===== config.mk =====
export PLATFORM = sky130hd
export DESIGN_NAME = chip_role_address_decode
export DESIGN_NICKNAME = d
export VERILOG_FILES = /design/src/inc/role_pkg.sv /design/src/hw/chip_role_address_decode.sv /design/src/hw/id_match.sv
export SDC_FILE = /design/constraint.sdc
export NUM_CORES = 1
export LEC_CHECK = 0
export BUFFER_PORTS_ARGS = -buffer_cell sky130_fd_sc_hd__buf_2
export CORE_MARGIN = 5
export CORE_UTILIZATION = 40
export CTS_BUF_LIST = sky130_fd_sc_hd__clkbuf_8
export DETAILED_ROUTE_END_ITERATION = 8
export PLACE_DENSITY_LB_ADDON = 0.05
export SETUP_SLACK_MARGIN = 0.1
export SYNTH_ARGS = -nofsm -noshare
export SYNTH_HDL_FRONTEND = slang
export SYNTH_SLANG_ARGS = --single-unit

===== constraint.sdc =====
create_clock -name clk_i -period 3.6 [get_ports clk_i]
set_input_delay 0.54 -clock clk_i [delete_from_list [all_inputs] [get_ports clk_i]]
set_output_delay 0.54 -clock clk_i [all_outputs]
set_load 0.05 [all_outputs]

===== src/inc/role_pkg.sv =====
`default_nettype none
package role_pkg;

	// Identity strap layout.
	localparam int ID_W         = 7;
	localparam int MOD_HI       = 6;
	localparam int MOD_LO       = 4;
	localparam int ROW_BIT      = 3;
	localparam int POS_HI       = 2;
	localparam int POS_LO       = 0;

	// Codes with a fixed meaning on the control bus.
	localparam logic [2:0] MOD_INNER      = 3'h0;
	localparam logic [2:0] POS_OB_MASTER  = 3'h0;
	localparam logic [2:0] POS_RESERVED   = 3'h7;
	localparam logic [3:0] IB_RESERVED    = 4'hf;
	localparam logic [7:0] GLOBAL_BCAST   = 8'h0f;

	// Register offsets (byte addresses) and reset values.
	localparam logic [3:0] OFS_STATUS     = 4'h0;
	localparam logic [3:0] OFS_CONTROL    = 4'h4;
	localparam logic [3:0] OFS_HIT_COUNT  = 4'h8;
	localparam logic [6:0] IDENT_RESET    = 7'h00;
	localparam logic       MATCH_EN_RESET = 1'b1;

	// Status and control register field positions, hit counter width.
	localparam int ST_ID_LO       = 0;
	localparam int ST_ROLE_LO     = 7;
	localparam int ST_RSV_BIT     = 10;
	localparam int CTL_MATCH_BIT  = 0;
	localparam int HIT_W          = 16;

	// Operating roles, one-hot.
	typedef enum logic [2:0] {
		ROLE_INNER     = 3'b001,
		ROLE_OB_MASTER = 3'b010,
		ROLE_OB_SLAVE  = 3'b100
	} role_e;

	// Everything derived from the strapped identity.
	typedef struct packed {
		role_e      role;
		logic [2:0] mod_index;
		logic       row_select_bit;
		logic [3:0] position;
		logic       reserved_code;
	} decoded_s;

	// Module index field of an identity.
	function automatic logic [2:0] mod_index_f(input logic [ID_W-1:0] id);
		return id[MOD_HI:MOD_LO];
	endfunction

	// Role chosen by an identity.
	function automatic role_e role_f(input logic [ID_W-1:0] id);
		if (mod_index_f(id) == MOD_INNER) begin
			return ROLE_INNER;
		end else if (id[POS_HI:POS_LO] == POS_OB_MASTER) begin
			return ROLE_OB_MASTER;
		end
		return ROLE_OB_SLAVE;
	endfunction

endpackage
`default_nettype wire

===== src/hw/chip_role_address_decode.sv =====
// Our own choices: the register offsets and the Wishbone interface to the registers.
`default_nettype none
// Contract
// - The seven strap bits pick the operating role and are also the chip's control address.
// - A zero module index makes the chip an inner barrel chip.
// - A non-zero module index puts the chip in an outer barrel role.
// - In outer barrel roles bit three tells which of the two rows holds the chip.
// - In outer barrel roles a zero low three bits make the chip module master.
// - In outer barrel roles any other low three bits make the chip a module slave.
// - Inner uses only the differential port, master both ports, slave only single-ended.
// - A write to the global broadcast byte is taken by every chip.
// - A write to zero, module index, row bit, three ones is taken by that row's chips.
module chip_role_address_decode
	import role_pkg::*;
(
	// Clock and reset.
	input  wire logic            clk_i,
	input  wire logic            rst_i,
	// Board straps.
	input  wire logic [ID_W-1:0] identity_strap_bus_i,
	// Chip identification byte of an incoming write.
	input  wire logic [7:0]      id_byte_i,
	input  wire logic            id_valid_i,
	// Decoded role and address, and the write accept pulse.
	output logic [ID_W-1:0]      address_o,
	output role_e                role_o,
	output logic [2:0]           mod_index_o,
	output logic                 row_select_bit_o,
	output logic                 strap_reserved_o,
	output logic                 differential_control_port_en_o,
	output logic                 single_ended_port_en_o,
	output logic                 write_accept_o,
	// Wishbone slave.
	input  wire logic            wb_cyc_i,
	input  wire logic            wb_stb_i,
	input  wire logic            wb_we_i,
	input  wire logic [3:0]      wb_adr_i,
	input  wire logic [3:0]      wb_sel_i,
	input  wire logic [31:0]     wb_dat_i,
	output logic [31:0]          wb_dat_o,
	output logic                 wb_ack_o
);

	////////////////////////////////////////////////////////////////////////////////
	// Strap sampling and role decode.

	logic [ID_W-1:0]  ident;
	logic             match_en;
	logic [HIT_W-1:0] hit_count;
	decoded_s         dec;

	// Straps are re-read every cycle, so a re-strapped board is followed without a reset.
	always_ff @(posedge clk_i) begin
		if (rst_i) begin
			ident <= IDENT_RESET;
		end else begin
			ident <= identity_strap_bus_i;
		end
	end

	// Reserved codes are flagged but not refused: the board is trusted, software can check.
	assign dec.role           = role_f(ident);
	assign dec.mod_index      = mod_index_f(ident);
	assign dec.row_select_bit = ident[ROW_BIT];
	assign dec.position       = ident[ROW_BIT:POS_LO];
	assign dec.reserved_code  = (dec.role == ROLE_INNER) ? (ident[3:0] == IB_RESERVED)
		: (ident[POS_HI:POS_LO] == POS_RESERVED);

	// Role and address outputs straight from the sampled register.
	assign address_o        = ident;
	assign role_o           = dec.role;
	assign mod_index_o      = dec.mod_index;
	assign row_select_bit_o = (dec.role != ROLE_INNER) && dec.row_select_bit;
	assign strap_reserved_o = dec.reserved_code;

	// Port selection per role.
	assign differential_control_port_en_o = (dec.role != ROLE_OB_SLAVE);
	assign single_ended_port_en_o         = (dec.role != ROLE_INNER);

	////////////////////////////////////////////////////////////////////////////////
	// Write address matching.

	wire logic hit_uni;
	wire logic hit_bcast;
	wire logic hit_mcast;

	id_match u_match (
		.ident_i     (ident),
		.dec_i       (dec),
		.id_byte_i   (id_byte_i),
		.unicast_o   (hit_uni),
		.broadcast_o (hit_bcast),
		.multicast_o (hit_mcast)
	);

	wire logic next_accept = id_valid_i && match_en && (hit_uni || hit_bcast || hit_mcast);

	// Accept pulse is registered one cycle after the byte, with a saturating hit counter.
	always_ff @(posedge clk_i) begin
		if (rst_i) begin
			write_accept_o <= 1'b0;
			hit_count      <= '0;
		end else begin
			write_accept_o <= next_accept;
			if (next_accept && (hit_count != {HIT_W{1'b1}})) begin
				hit_count <= hit_count + 1'b1;
			end
		end
	end

	////////////////////////////////////////////////////////////////////////////////
	// Wishbone register file.

	wire logic req      = wb_cyc_i && wb_stb_i && !wb_ack_o;
	wire logic sel_stat = (wb_adr_i == OFS_STATUS);
	wire logic sel_ctl  = (wb_adr_i == OFS_CONTROL);
	wire logic sel_hit  = (wb_adr_i == OFS_HIT_COUNT);
	wire logic ctl_wr   = req && wb_we_i && sel_ctl && wb_sel_i[0];

	wire logic [31:0] status_word = {21'h0, dec.reserved_code, dec.role, ident};
	wire logic [31:0] rd_mux = sel_stat ? status_word
		: sel_ctl ? {31'h0, match_en}
		: sel_hit ? {16'h0, hit_count}
		: 32'h0;

	// Single wait-free answer: ack one cycle after the request, dropped the next.
	always_ff @(posedge clk_i) begin
		if (rst_i) begin
			wb_ack_o <= 1'b0;
			wb_dat_o <= 32'h0;
			match_en <= MATCH_EN_RESET;
		end else begin
			wb_ack_o <= req;
			if (req) begin
				wb_dat_o <= rd_mux;
			end
			if (ctl_wr) begin
				match_en <= wb_dat_i[CTL_MATCH_BIT];
			end
		end
	end
endmodule
`default_nettype wire


===== src/hw/id_match.sv =====
`default_nettype none
module id_match
	import role_pkg::*;
(
	// Own identity.
	input  wire logic [ID_W-1:0] ident_i,
	input  wire decoded_s        dec_i,
	// Chip identification byte of a write.
	input  wire logic [7:0]      id_byte_i,
	// Match results.
	output logic                 unicast_o,
	output logic                 broadcast_o,
	output logic                 multicast_o
);

	// Outer barrel chips also answer to the row multicast of their module.
	wire logic        is_outer = (dec_i.role != ROLE_INNER);
	wire logic [7:0]  row_code = {1'b0, dec_i.mod_index, dec_i.row_select_bit, POS_RESERVED};

	assign unicast_o   = (id_byte_i == {1'b0, ident_i});
	assign broadcast_o = (id_byte_i == GLOBAL_BCAST);
	assign multicast_o = is_outer && (id_byte_i == row_code);

endmodule
`default_nettype wire


==> results.py, run 1 <==
metrics = {
    "run_status": {
        "outcome": "finished clean",
    },
    "yosys": {
        "synth-seq-area-share_pct": 39.6,
        "async_flop_share_pct": 0,
        "synth_edf_count": 0,
        "yosys_warnings": 0,
        "synth_ff_type": "dfxtp_1",
        "netlist_area_um2": 2130,
        "avgSynthCellArea_um2": 8.68,
        "syn_inst": 245,
        "yosys.cell_types.count": 39,
        "synth-seq-cells": 42,
    },
    "floorplanning": {
        "rows": 26,
        "start_util_pct": 41.4,
        "io_pins": 112,
        "core_um2": 5140,
        "die-width_um": 82.9,
        "dieArea_um2": 6870,
        "dieHeight_um": 82.9,
    },
    "detailed_routing": {
        "first_pass_iters": 4,
        "drtAntennaViolNets": 0,
        "viasPerCell": 5.14,
        "drc_errors": 0,
        "wl_um": 5300,
        "dr_total_vias": 1890,
        "dr.first_iter.drc_count": 67,
        "wl_per_cell_um": 14.4,
    },
    "power_and_ir_drop": {
        "switching_share_pct": 31.8,
        "vdd.ir_drop.worst_v": 0.000173,
        "power.density_nw_per_um2": 377,
        "p_clk_share_pct": 32.6,
        "power_w": 0.000940,
        "power_leakage_nw": 1.06,
        "p_switching_w": 0.000299,
        "intPower_w": 0.000641,
        "p_comb_share_pct": 16.6,
        "seqPwrFrac_pct": 50.8,
    },
    "place": {
        "dp_hpwl_um": 3780,
        "placement.io_buffers": 61,
        "place_ws_ps": 1030,
        "globalplace.congestion": 0.801,
    },
    "setup_path": {
        "r2r-end": "hit_count[9]$_SDFFE_PP0P_",
        "critical_path_arrival_ps": 2590,
        "rr_worst_depth": 5,
        "cp_num_buf_inv": 0,
        "path_class": "reg2reg",
        "r2r_slack_ps": 1200,
        "critPathMaxFanout": 30,
        "crit_family": "compound AO/OA/AOI/OAI gates",
        "endpoint_kind": "register",
        "setup.worst_path.start_class": "register",
        "crit_chain": "nor3_2 -> o32ai_1 -> a31oi_2 -> nor4_1 -> mux2_2",
        "cp_num_cells": 5,
        "cp.required_ps": 3790,
        "crit_path_max_incr_delay_ps": 940,
        "cp-endpoint": "hit_count[9]$_SDFFE_PP0P_",
        "r2r-start": "address_o[4]$_SDFF_PP0_",
        "cp_slowest_cell": "a31oi_2",
        "crit_start": "address_o[4]$_SDFF_PP0_",
    },
    "sta": {
        "rsz0062_at_grt": "no",
        "finalCritPeriodShare_pct": 66.8,
        "fin_crit_ps": 2400,
        "slew_violations": 0,
        "finalHoldViolCount": 0,
        "final-setup-viol-count": 0,
        "tightest_slew_ps": 1160,
        "setup_slack_ps": 1200,
        "fin_worst_skew_ps": 5.88,
        "whs_ps": 446,
        "max_slew_margin_pct": 22.7,
        "fmaxAchievable_mhz": 416,
        "tns_ps": 0,
    },
    "finish": {
        "postLayoutCoreUtil_pct": 48.5,
        "area_delta_synth_final_pct": 17.4,
        "fill_cells": 531,
        "fin_nets": 359,
        "layout-drive-gt1-share_pct": 29.2,
        "n_antenna_cell": 0,
    },
    "clock_tree": {
        "cts_hold_buf": 0,
        "cts_setup_buffers": 0,
        "ctsResizeCount": 0,
        "clock-root-buffer": "clkbuf_8",
        "tritoncts": "yes",
        "cts_buffer_depth": 2,
        "htree_levels": 2,
        "clk_pin_slew_worst_paths_ps": 90,
        "clock_latency_ps": 290,
        "cts-buffers-inserted": 5,
        "cts.sinks": 42,
    },
    "global_routing": {
        "grt_pass1_wl_um": 9060,
        "first_global_vias": 1790,
        "antenna_found_initial": 0,
        "grt_max_degree": 48,
        "grt_usage_pct": 15.7,
        "overflow": 0,
    },
    "min_path": {
        "holdCritPathClass": "in2reg",
    },
    "job": {
        "cap_violations": 0,
    },
}
-- sequential cells by signal, indices dropped and copies added (netlist names) --
register	count
address_o	7
hit_count	16
match_en	1
wb_ack_o	1
wb_dat_o	16
write_accept_o	1
-- cell families after synthesis --
kind of cell / count (synthesis) / synth area share, %
and+or+nand+nor: 93 / 24.0
AOI/OAI and AO/OA: 51 / 15.8
DFF: 42 / 39.6
buffers and inverters: 37 / 10.2
muxes: 13 / 6.77
xor gates and xnor gates: 7 / 2.88
adders and majority gates: 1 / 0.588
other: 1 / 0.176
-- cell type report --
| class | instances | area, um^2 | area share (%) |
|---|---|---|---|
| inverters | 4 | 15.0 | 0.602 |
| repair buffers | 63 | 320 | 12.8 |
| well taps | 70 | 87.6 | 3.51 |
| multi-input cells | 181 | 1140 | 45.7 |
| flip-flops and latches | 42 | 841 | 33.7 |
| clock inverters | 3 | 21.3 | 0.853 |
| clock buffers | 5 | 68.8 | 2.76 |
-- power by group through the flow --
stage	Clock, W	Combinational, W	Sequential [W]
floorplan	0	0.000119	0.000504
global placement	0	0.000157	0.000489
detailed placement	0	0.000157	0.000489
CTS	0.000323	0.000157	0.000478
global route	0.000343	0.000166	0.000478
finish	0.000306	0.000156	0.000477
-- synth_stat cells, drive strengths merged, types with 2 or more instances --
master | number | area (um^2)
a21oi | 11 | 55.1
a22oi | 11 | 82.6
a32oi | 5 | 43.8
and2 | 3 | 18.8
and3 | 4 | 25.0
buf | 21 | 158
clkbuf | 12 | 45.0
dfxtp | 42 | 841
inv | 4 | 15.0
mux2 | 11 | 124
mux2i | 2 | 20.0
nand2 | 10 | 37.5
nand2b | 2 | 12.5
nand3 | 6 | 30.0
nand3b | 2 | 15.0
nand4 | 3 | 18.8
nor2 | 24 | 90.1
nor2b | 14 | 87.6
nor3 | 5 | 30.0
nor4 | 4 | 25.0
o2111ai | 2 | 17.5
o21ai | 13 | 65.1
o31ai | 5 | 37.5
or3 | 6 | 37.5
or4 | 6 | 45.0
xor2 | 7 | 61.3
-- worst min-delay path by stage --
stage / startpoint / to / slack, ps / depth (start not counted)
3_3_place_gp: wb_dat_o[12]$_SDFFE_PP0N_ / wb_dat_o[12]$_SDFFE_PP0N_ / 470 / 2
3_5_place_dp: wb_dat_o[12]$_SDFFE_PP0N_ / wb_dat_o[12]$_SDFFE_PP0N_ / 470 / 2
4_1_cts: identity_strap_bus_i[3] / address_o[3]$_SDFF_PP0_ / 440 / 2
6_report: identity_strap_bus_i[6] / address_o[6]$_SDFF_PP0_ / 450 / 2
2_1_floorplan: hit_count[10]$_SDFFE_PP0P_ / hit_count[10]$_SDFFE_PP0P_ / 470 / 2
5_1_grt: identity_strap_bus_i[6] / address_o[6]$_SDFF_PP0_ / 430 / 2
-- routing by layer --
metal / wire length [um] / GRT usage, % / vias to the layer above
li1: - / - / 955
met1: 2400 / 19.7 / 877
met2: 2510 / 26.0 / 52
met3: 321 / 4.75 / 6
met4: 59 / 4.46 / 0
met5: 0 / 0 / -
-- cell usage in the layout (no fill, tap or decap), types with 2 or more instances in the layout --
cell type / count
mux2i_1: 2
buf_2: 61
nand3b_1: 2
a32oi_1: 5
buf_4: 2
and3_1: 4
and2_1: 3
nand3_1: 6
dfxtp_1: 42
nor2_1: 24
nand2b_1: 2
nand4_1: 3
clkbuf_8: 5
mux2_2: 11
o31ai_1: 5
nand2_1: 10
o2111ai_1: 2
conb_1: 16
a21oi_1: 11
nor4_1: 3
o21ai_0: 13
inv_1: 4
or4_1: 6
or3_1: 6
xor2_1: 7
a22oi_1: 11
nor3_1: 3
nor2b_1: 14
nor3_2: 2
-- through the flow --
| step | std cells | cell area [um^2] |
|---|---|---|
| 6_report | 368 | 2490 |
| 5_1_grt | 368 | 2490 |
| 4_1_cts | 368 | 2490 |
| 3_5_place_dp | 360 | 2400 |
| 3_3_place_gp | 360 | 2400 |
| 2_1_floorplan | 260 | 2190 |
-- worst reg2reg max path, stage by stage, from the launching register on --
cell and delay [ps]:
dfxtp_1 370, nor3_2 310, o32ai_1 140, a31oi_2 940
nor4_1 210, mux2_2 320
Power figures use the tool's default switching activity.
==> inputs of run 2 (changes only) <==
--- a/config.mk
+++ b/config.mk
@@ -5,6 +5,7 @@
 export SDC_FILE = /design/constraint.sdc
 export NUM_CORES = 1
 export LEC_CHECK = 0
+export ABC_AREA = 1
 export BUFFER_PORTS_ARGS = -buffer_cell sky130_fd_sc_hd__buf_2
 export CORE_MARGIN = 5
 export CORE_UTILIZATION = 40
==> constraint.sdc (replaced) <==
create_clock -name clk_i -period 2.5 [get_ports clk_i]
set_input_delay 0.375 -clock clk_i [delete_from_list [all_inputs] [get_ports clk_i]]
set_output_delay 0.375 -clock clk_i [all_outputs]
set_load 0.05 [all_outputs]
==> results.py, run 2 <==
metrics = {
    "run_status": {
        "outcome": "finished clean",
    },
    "sta": {
        "rsz0062_at_grt": "no",
        "whs_ps": 286,
        "max_slew_margin_pct": 62.6,
        "tns_ps": 0,
        "fmaxAchievable_mhz": 538,
        "fin_worst_skew_ps": 6.76,
        "tightest_slew_ps": 559,
        "finalCritPeriodShare_pct": 74.3,
        "slew_violations": 0,
        "finalHoldViolCount": 0,
        "final-setup-viol-count": 0,
        "fin_crit_ps": 1860,
    },
    "power_and_ir_drop": {
        "intPower_w": 0.000942,
        "p_comb_share_pct": 18.3,
        "seqPwrFrac_pct": 49.9,
        "power_leakage_nw": 1.48,
        "p_clk_share_pct": 31.8,
        "vdd.ir_drop.worst_v": 0.000394,
        "power.density_nw_per_um2": 481,
        "p_switching_w": 0.000429,
        "switching_share_pct": 31.3,
    },
    "floorplanning": {
        "rows": 28,
        "io_pins": 112,
        "dieArea_um2": 7860,
        "core_um2": 5960,
        "die-width_um": 88.7,
        "start_util_pct": 41.6,
        "dieHeight_um": 88.7,
    },
    "yosys": {
        "synthTopCellsByCount": "nand2_1 (106), inv_1 (75), dfxtp_1 (42)",
        "synth_top_cells_by_area": "dfxtp_1 (34%), nand2_1 (16%), inv_1 (11%), buf_4 (6.4%), nor2_1 (5.5%)",
        "synth_most_common_cell": "nand2_1",
        "synth_top_cell_area_share_pct": 34.0,
        "async_flop_share_pct": 0,
        "synth-seq-cells": 42,
        "yosys.cell_types.count": 29,
        "netlist_area_um2": 2480,
        "synth_area_leader_cell": "dfxtp_1",
        "synth_ff_type": "dfxtp_1",
        "syn_inst": 393,
        "synth_edf_count": 0,
        "avgSynthCellArea_um2": 6.30,
        "yosys_warnings": 0,
        "synth-seq-area-share_pct": 34.0,
    },
    "setup_path": {
        "crit_chain": "inv_1 -> nand3_2 -> o21ai_0 -> inv_1 -> buf_2",
        "endpoint_kind": "output pin",
        "setup.worst_path.start_class": "register",
        "crit_family": "buffers and inverters",
        "critPathMostFrequentCell": "inv_1",
        "path_class": "reg2out",
        "crit_path_max_incr_delay_ps": 340,
        "r2r_slack_ps": 660,
        "cp_num_buf_inv": 3,
        "cp.required_ps": 2120,
        "critical_path_arrival_ps": 1480,
        "cp_slowest_cell": "dfxtp_1",
        "critPathMaxFanout": 6,
    },
    "finish": {
        "fin_nets": 509,
        "layout_common_cells": "nand2_1 (105), inv_1 (75), buf_2 (61)",
        "layout-drive-gt1-share_pct": 20.0,
        "n_antenna_cell": 0,
        "layout_commonest_cell": "nand2_1",
        "area_delta_synth_final_pct": 15.2,
    },
    "detailed_routing": {
        "wl_per_cell_um": 11.6,
        "drc_errors": 0,
        "wl_um": 6060,
        "highest_layer": "met4",
        "first_pass_iters": 4,
        "dr_total_vias": 2429,
        "wl_met3_um": 370,
        "dr.first_iter.drc_count": 122,
        "drtAntennaViolNets": 0,
        "dr_wl_met2_um": 2780,
        "drt-met1-wl_um": 2870,
        "viasPerCell": 4.66,
    },
    "place": {
        "placement.io_buffers": 61,
        "globalplace.congestion": 0.768,
        "dp_hpwl_um": 4670,
    },
    "clock_tree": {
        "clock_latency_ps": 280,
        "cts-buffers-inserted": 5,
        "tritoncts": "yes",
        "cts_buffer_depth": 2,
        "htree_levels": 2,
        "clk_pin_slew_worst_paths_ps": 80,
        "cts.sinks": 42,
        "cts_hold_buf": 0,
        "clock-root-buffer": "clkbuf_8",
        "ctsResizeCount": 0,
        "cts_setup_buffers": 0,
    },
    "global_routing": {
        "grt_pass1_wl_um": 10200,
        "overflow": 0,
        "grt_max_degree": 32,
        "first_global_vias": 2189,
        "grt_usage_pct": 16.3,
        "antenna_found_initial": 0,
    },
    "min_path": {
        "holdCritPathClass": "in2reg",
    },
    "job": {
        "cap_violations": 0,
    },
}
run 2: cell count changes after synthesis, moves of 6 or more:
| cell | previous run | this run |
|---|---|---|
| nand2_1 | 10 | 106 |
| inv_1 | 4 | 75 |
| nand4_1 | 3 | 20 |
| nand3_1 | 6 | 22 |
| nor2b_1 | 14 | 0 |
| nor2_1 | 24 | 36 |
| a22oi_1 | 11 | 0 |
| mux2_2 | 11 | 0 |
| o21ai_0 | 13 | 21 |
| xor2_1 | 7 | 0 |
| or3_1 | 6 | 0 |
| or4_1 | 6 | 0 |
run 2: layout make-up:
cell class | count | area, um^2
sequential | 42 | 841
timing repair buffer | 63 | 320
clock buffer | 6 | 82.6
inverter | 77 | 289
tap | 75 | 93.8
fill | 659 | 3100
multi-input combinational | 258 | 1230
run 2: worst paths after layout:
kind                                   from                   endpoint  depth (start not counted)
hold / removal      identity_strap_bus_i[1]    address_o[1]$_SDFF_PP0_                          3
hold reg to reg   wb_dat_o[15]$_SDFFE_PP0N_  wb_dat_o[15]$_SDFFE_PP0N_                          2
setup reg to reg    address_o[0]$_SDFF_PP0_  hit_count[0]$_SDFFE_PP0P_                         12
setup / recovery    address_o[4]$_SDFF_PP0_           strap_reserved_o                          5
run 2: power by group through the flow:
stage               registers, W  clock network (W)  logic (W)
global placement        0.000700                  0   0.000251
detailed placement      0.000700                  0   0.000252
global route            0.000686           0.000476   0.000272
CTS                     0.000684           0.000450   0.000253
finish                  0.000684           0.000436   0.000251
floorplan               0.000728                  0   0.000188
run 2: worst min-delay path: cells and delay by family:
family                 cells  cell delay (ps)
buffers and inverters      2              100
and+or+nand+nor            1               60
run 2: cell families (layout without fill, tap and decap cells):
family | Yosys count | in the layout | synth area share (%)
DFF | 42 | 42 | 34.0
xor gates and xnor gates | 1 | 1 | 0.354
AOI/OAI and AO/OA | 33 | 33 | 7.28
and+or+nand+nor | 207 | 207 | 38.0
buffers and inverters | 108 | 146 | 19.7
other | 1 | 16 | 0.151
adders and majority gates | 1 | 1 | 0.505
run 2: stage by stage:
step           power, W  instance area (um^2)  util [%]  instances  setup WS, ps
2_1_floorplan  0.000916                  2550         -        408           285
3_3_place_gp   0.000951                  2770      46.5        515           682
3_5_place_dp   0.000952                  2770      46.5        515           618
4_1_cts         0.00139                  2850      47.9        521           583
5_1_grt         0.00143                  2850      47.9        521           382
6_report        0.00137                  2850      47.9        521           642
run 2: per-layer routing:
metal | GRT usage, % | vias to the layer above
met5 | 0 | -
met4 | 3.98 | 0
met3 | 3.63 | 2
met2 | 27.0 | 53
met1 | 21.3 | 1090
li1 | - | 1284
==> inputs of run 3 (changes only) <==
==> constraint.sdc (replaced) <==
create_clock -name clk_i -period 1.9 [get_ports clk_i]
set_input_delay 0.285 -clock clk_i [delete_from_list [all_inputs] [get_ports clk_i]]
set_output_delay 0.285 -clock clk_i [all_outputs]
set_load 0.05 [all_outputs]
==> results.py, run 3 (synthesis results as in run 2) <==
metrics = {
    "run_status": {
        "outcome": "finished clean",
    },
    "power_and_ir_drop": {
        "p_comb_share_pct": 17.4,
        "power_leakage_nw": 1.50,
        "intPower_w": 0.00138,
        "vdd.ir_drop.worst_v": 0.000290,
        "power.density_nw_per_um2": 668,
        "p_switching_w": 0.000593,
        "p_clk_share_pct": 37.2,
        "switching_share_pct": 30.0,
        "seqPwrFrac_pct": 45.4,
    },
    "sta": {
        "fmaxAchievable_mhz": 580,
        "fin_crit_ps": 1720,
        "fin_worst_skew_ps": 3.42,
        "whs_ps": 179,
        "tns_ps": 0,
        "finalCritPeriodShare_pct": 90.7,
        "rsz0062_at_grt": "yes",
        "final-setup-viol-count": 0,
        "finalHoldViolCount": 0,
        "slew_violations": 0,
    },
    "min_path": {
        "hp-start": "identity_strap_bus_i[5]",
        "min_to": "address_o[5]$_SDFF_PP0_",
        "holdCritPathClass": "in2reg",
        "hold_path_depth": 3,
    },
    "finish": {
        "final_cell_area_um2": 2960,
        "postLayoutCoreUtil_pct": 49.7,
        "layout_commonest_cell": "nand2_1",
        "finalNonFillerCells": 526,
        "layout-drive-gt1-share_pct": 22.2,
        "area_delta_synth_final_pct": 19.6,
        "n_antenna_cell": 0,
        "fin_nets": 513,
        "layout_common_cells": "nand2_1 (105), inv_1 (73), buf_2 (59)",
    },
    "detailed_routing": {
        "dr_total_vias": 2415,
        "wl_um": 6190,
        "dr.first_iter.drc_count": 120,
        "drc_errors": 0,
        "wl_per_cell_um": 11.8,
        "first_pass_iters": 4,
        "drtAntennaViolNets": 0,
        "viasPerCell": 4.59,
    },
    "global_routing": {
        "antenna_found_initial": 0,
        "overflow": 0,
        "first_global_vias": 2195,
        "grt_usage_pct": 16.7,
        "grt_max_degree": 32,
        "grt_pass1_wl_um": 10400,
    },
    "setup_path": {
        "crit_start": "address_o[5]$_SDFF_PP0_",
        "r2r_slack_ps": 310,
        "rr_worst_depth": 10,
        "critPathMaxFanout": 6,
        "r2r-start": "hit_count[1]$_SDFFE_PP0P_",
        "setup.worst_path.start_class": "register",
        "r2r-end": "hit_count[11]$_SDFFE_PP0P_",
        "path_class": "reg2out",
        "cp.required_ps": 1620,
        "critical_path_arrival_ps": 1440,
        "endpoint_kind": "output pin",
    },
    "clock_tree": {
        "cts_hold_buf": 0,
        "cts_buffer_depth": 2,
        "cts.sinks": 42,
        "clock_latency_ps": 290,
        "clk_pin_slew_worst_paths_ps": 80,
        "cts-buffers-inserted": 5,
        "tritoncts": "yes",
        "clock-root-buffer": "clkbuf_8",
        "htree_levels": 2,
    },
    "floorplanning": {
        "rows": 28,
        "dieArea_um2": 7860,
        "start_util_pct": 41.6,
        "dieHeight_um": 88.7,
        "die-width_um": 88.7,
        "core_um2": 5960,
        "io_pins": 112,
    },
    "place": {
        "placed_area_um2": 2840,
        "dp.cells": 519,
        "globalplace.congestion": 0.778,
        "dp_hpwl_um": 4760,
        "placement.io_buffers": 61,
    },
    "job": {
        "cap_violations": 0,
    },
}
## run 3: changes by cell type in the layout (fill, tap and decap cells not counted), moves of 2 or more
cell,before,now
buf_4,2,6
dfxtp_1,42,39
dfxtp_4,0,3
buf_2,61,59
clkinvlp_4,0,2
inv_1,75,73
## run 3: worst max-delay path: stages (launching register included)
cell      delay (ps)
dfxtp_4          350
inv_1            150
nand3_4          170
o21ai_1          210
inv_1             60
clkbuf_4         210
## run 3: power groups by stage
stage / Sequential [W] / Combinational [W] / Clock (W)
CTS: 0.000898 / 0.000344 / 0.000757
global route: 0.000900 / 0.000371 / 0.000802
global placement: 0.000919 / 0.000343 / 0
floorplan: 0.000957 / 0.000253 / 0
finish: 0.000898 / 0.000345 / 0.000735
detailed placement: 0.000919 / 0.000344 / 0
## run 3: worst max-delay path by stage
stage,to,depth (start not counted),slack (ps)
after detailed placement,hit_count[11]$_SDFFE_PP0P_,10,310
after floorplan,role_o[1],4,100
final,strap_reserved_o,5,180
after global placement,hit_count[10]$_SDFFE_PP0P_,9,340
after global routing,strap_reserved_o,5,100
after CTS,strap_reserved_o,5,100
## run 3: layout make-up
type / instances / area [um^2]
fill: 647 / 2990
clock inverter: 1 / 30.0
sequential: 42 / 852
tap: 75 / 93.8
timing repair buffer: 67 / 368
inverter: 77 / 297
multi-input combinational: 258 / 1240
clock buffer: 6 / 82.6
## run 3: what timing repair did
item,4_1_cts,5_1_grt
gates resized for setup,0,5
endpoints found under the setup margin,0,3
buffers inserted,0,0
hold endpoints to repair,0,0
## run 3: routing by layer
metal  track usage, %  vias to the layer above  share of wire, %
li1                 -                     1296                 -
met4             4.12                        0              0.74
met1             21.6                     1062                46
met3             4.00                        5               7.3
met5                0                        -                 0
met2             27.8                       52                46
## run 3: per-stage QoR
| step | setup WS [ps] | power [W] |
|---|---|---|
| 2_1_floorplan | 100 | 0.00121 |
| 3_3_place_gp | 343 | 0.00126 |
| 3_5_place_dp | 311 | 0.00126 |
| 4_1_cts | 104 | 0.00200 |
| 5_1_grt | 97.2 | 0.00207 |
| 6_report | 177 | 0.00198 |
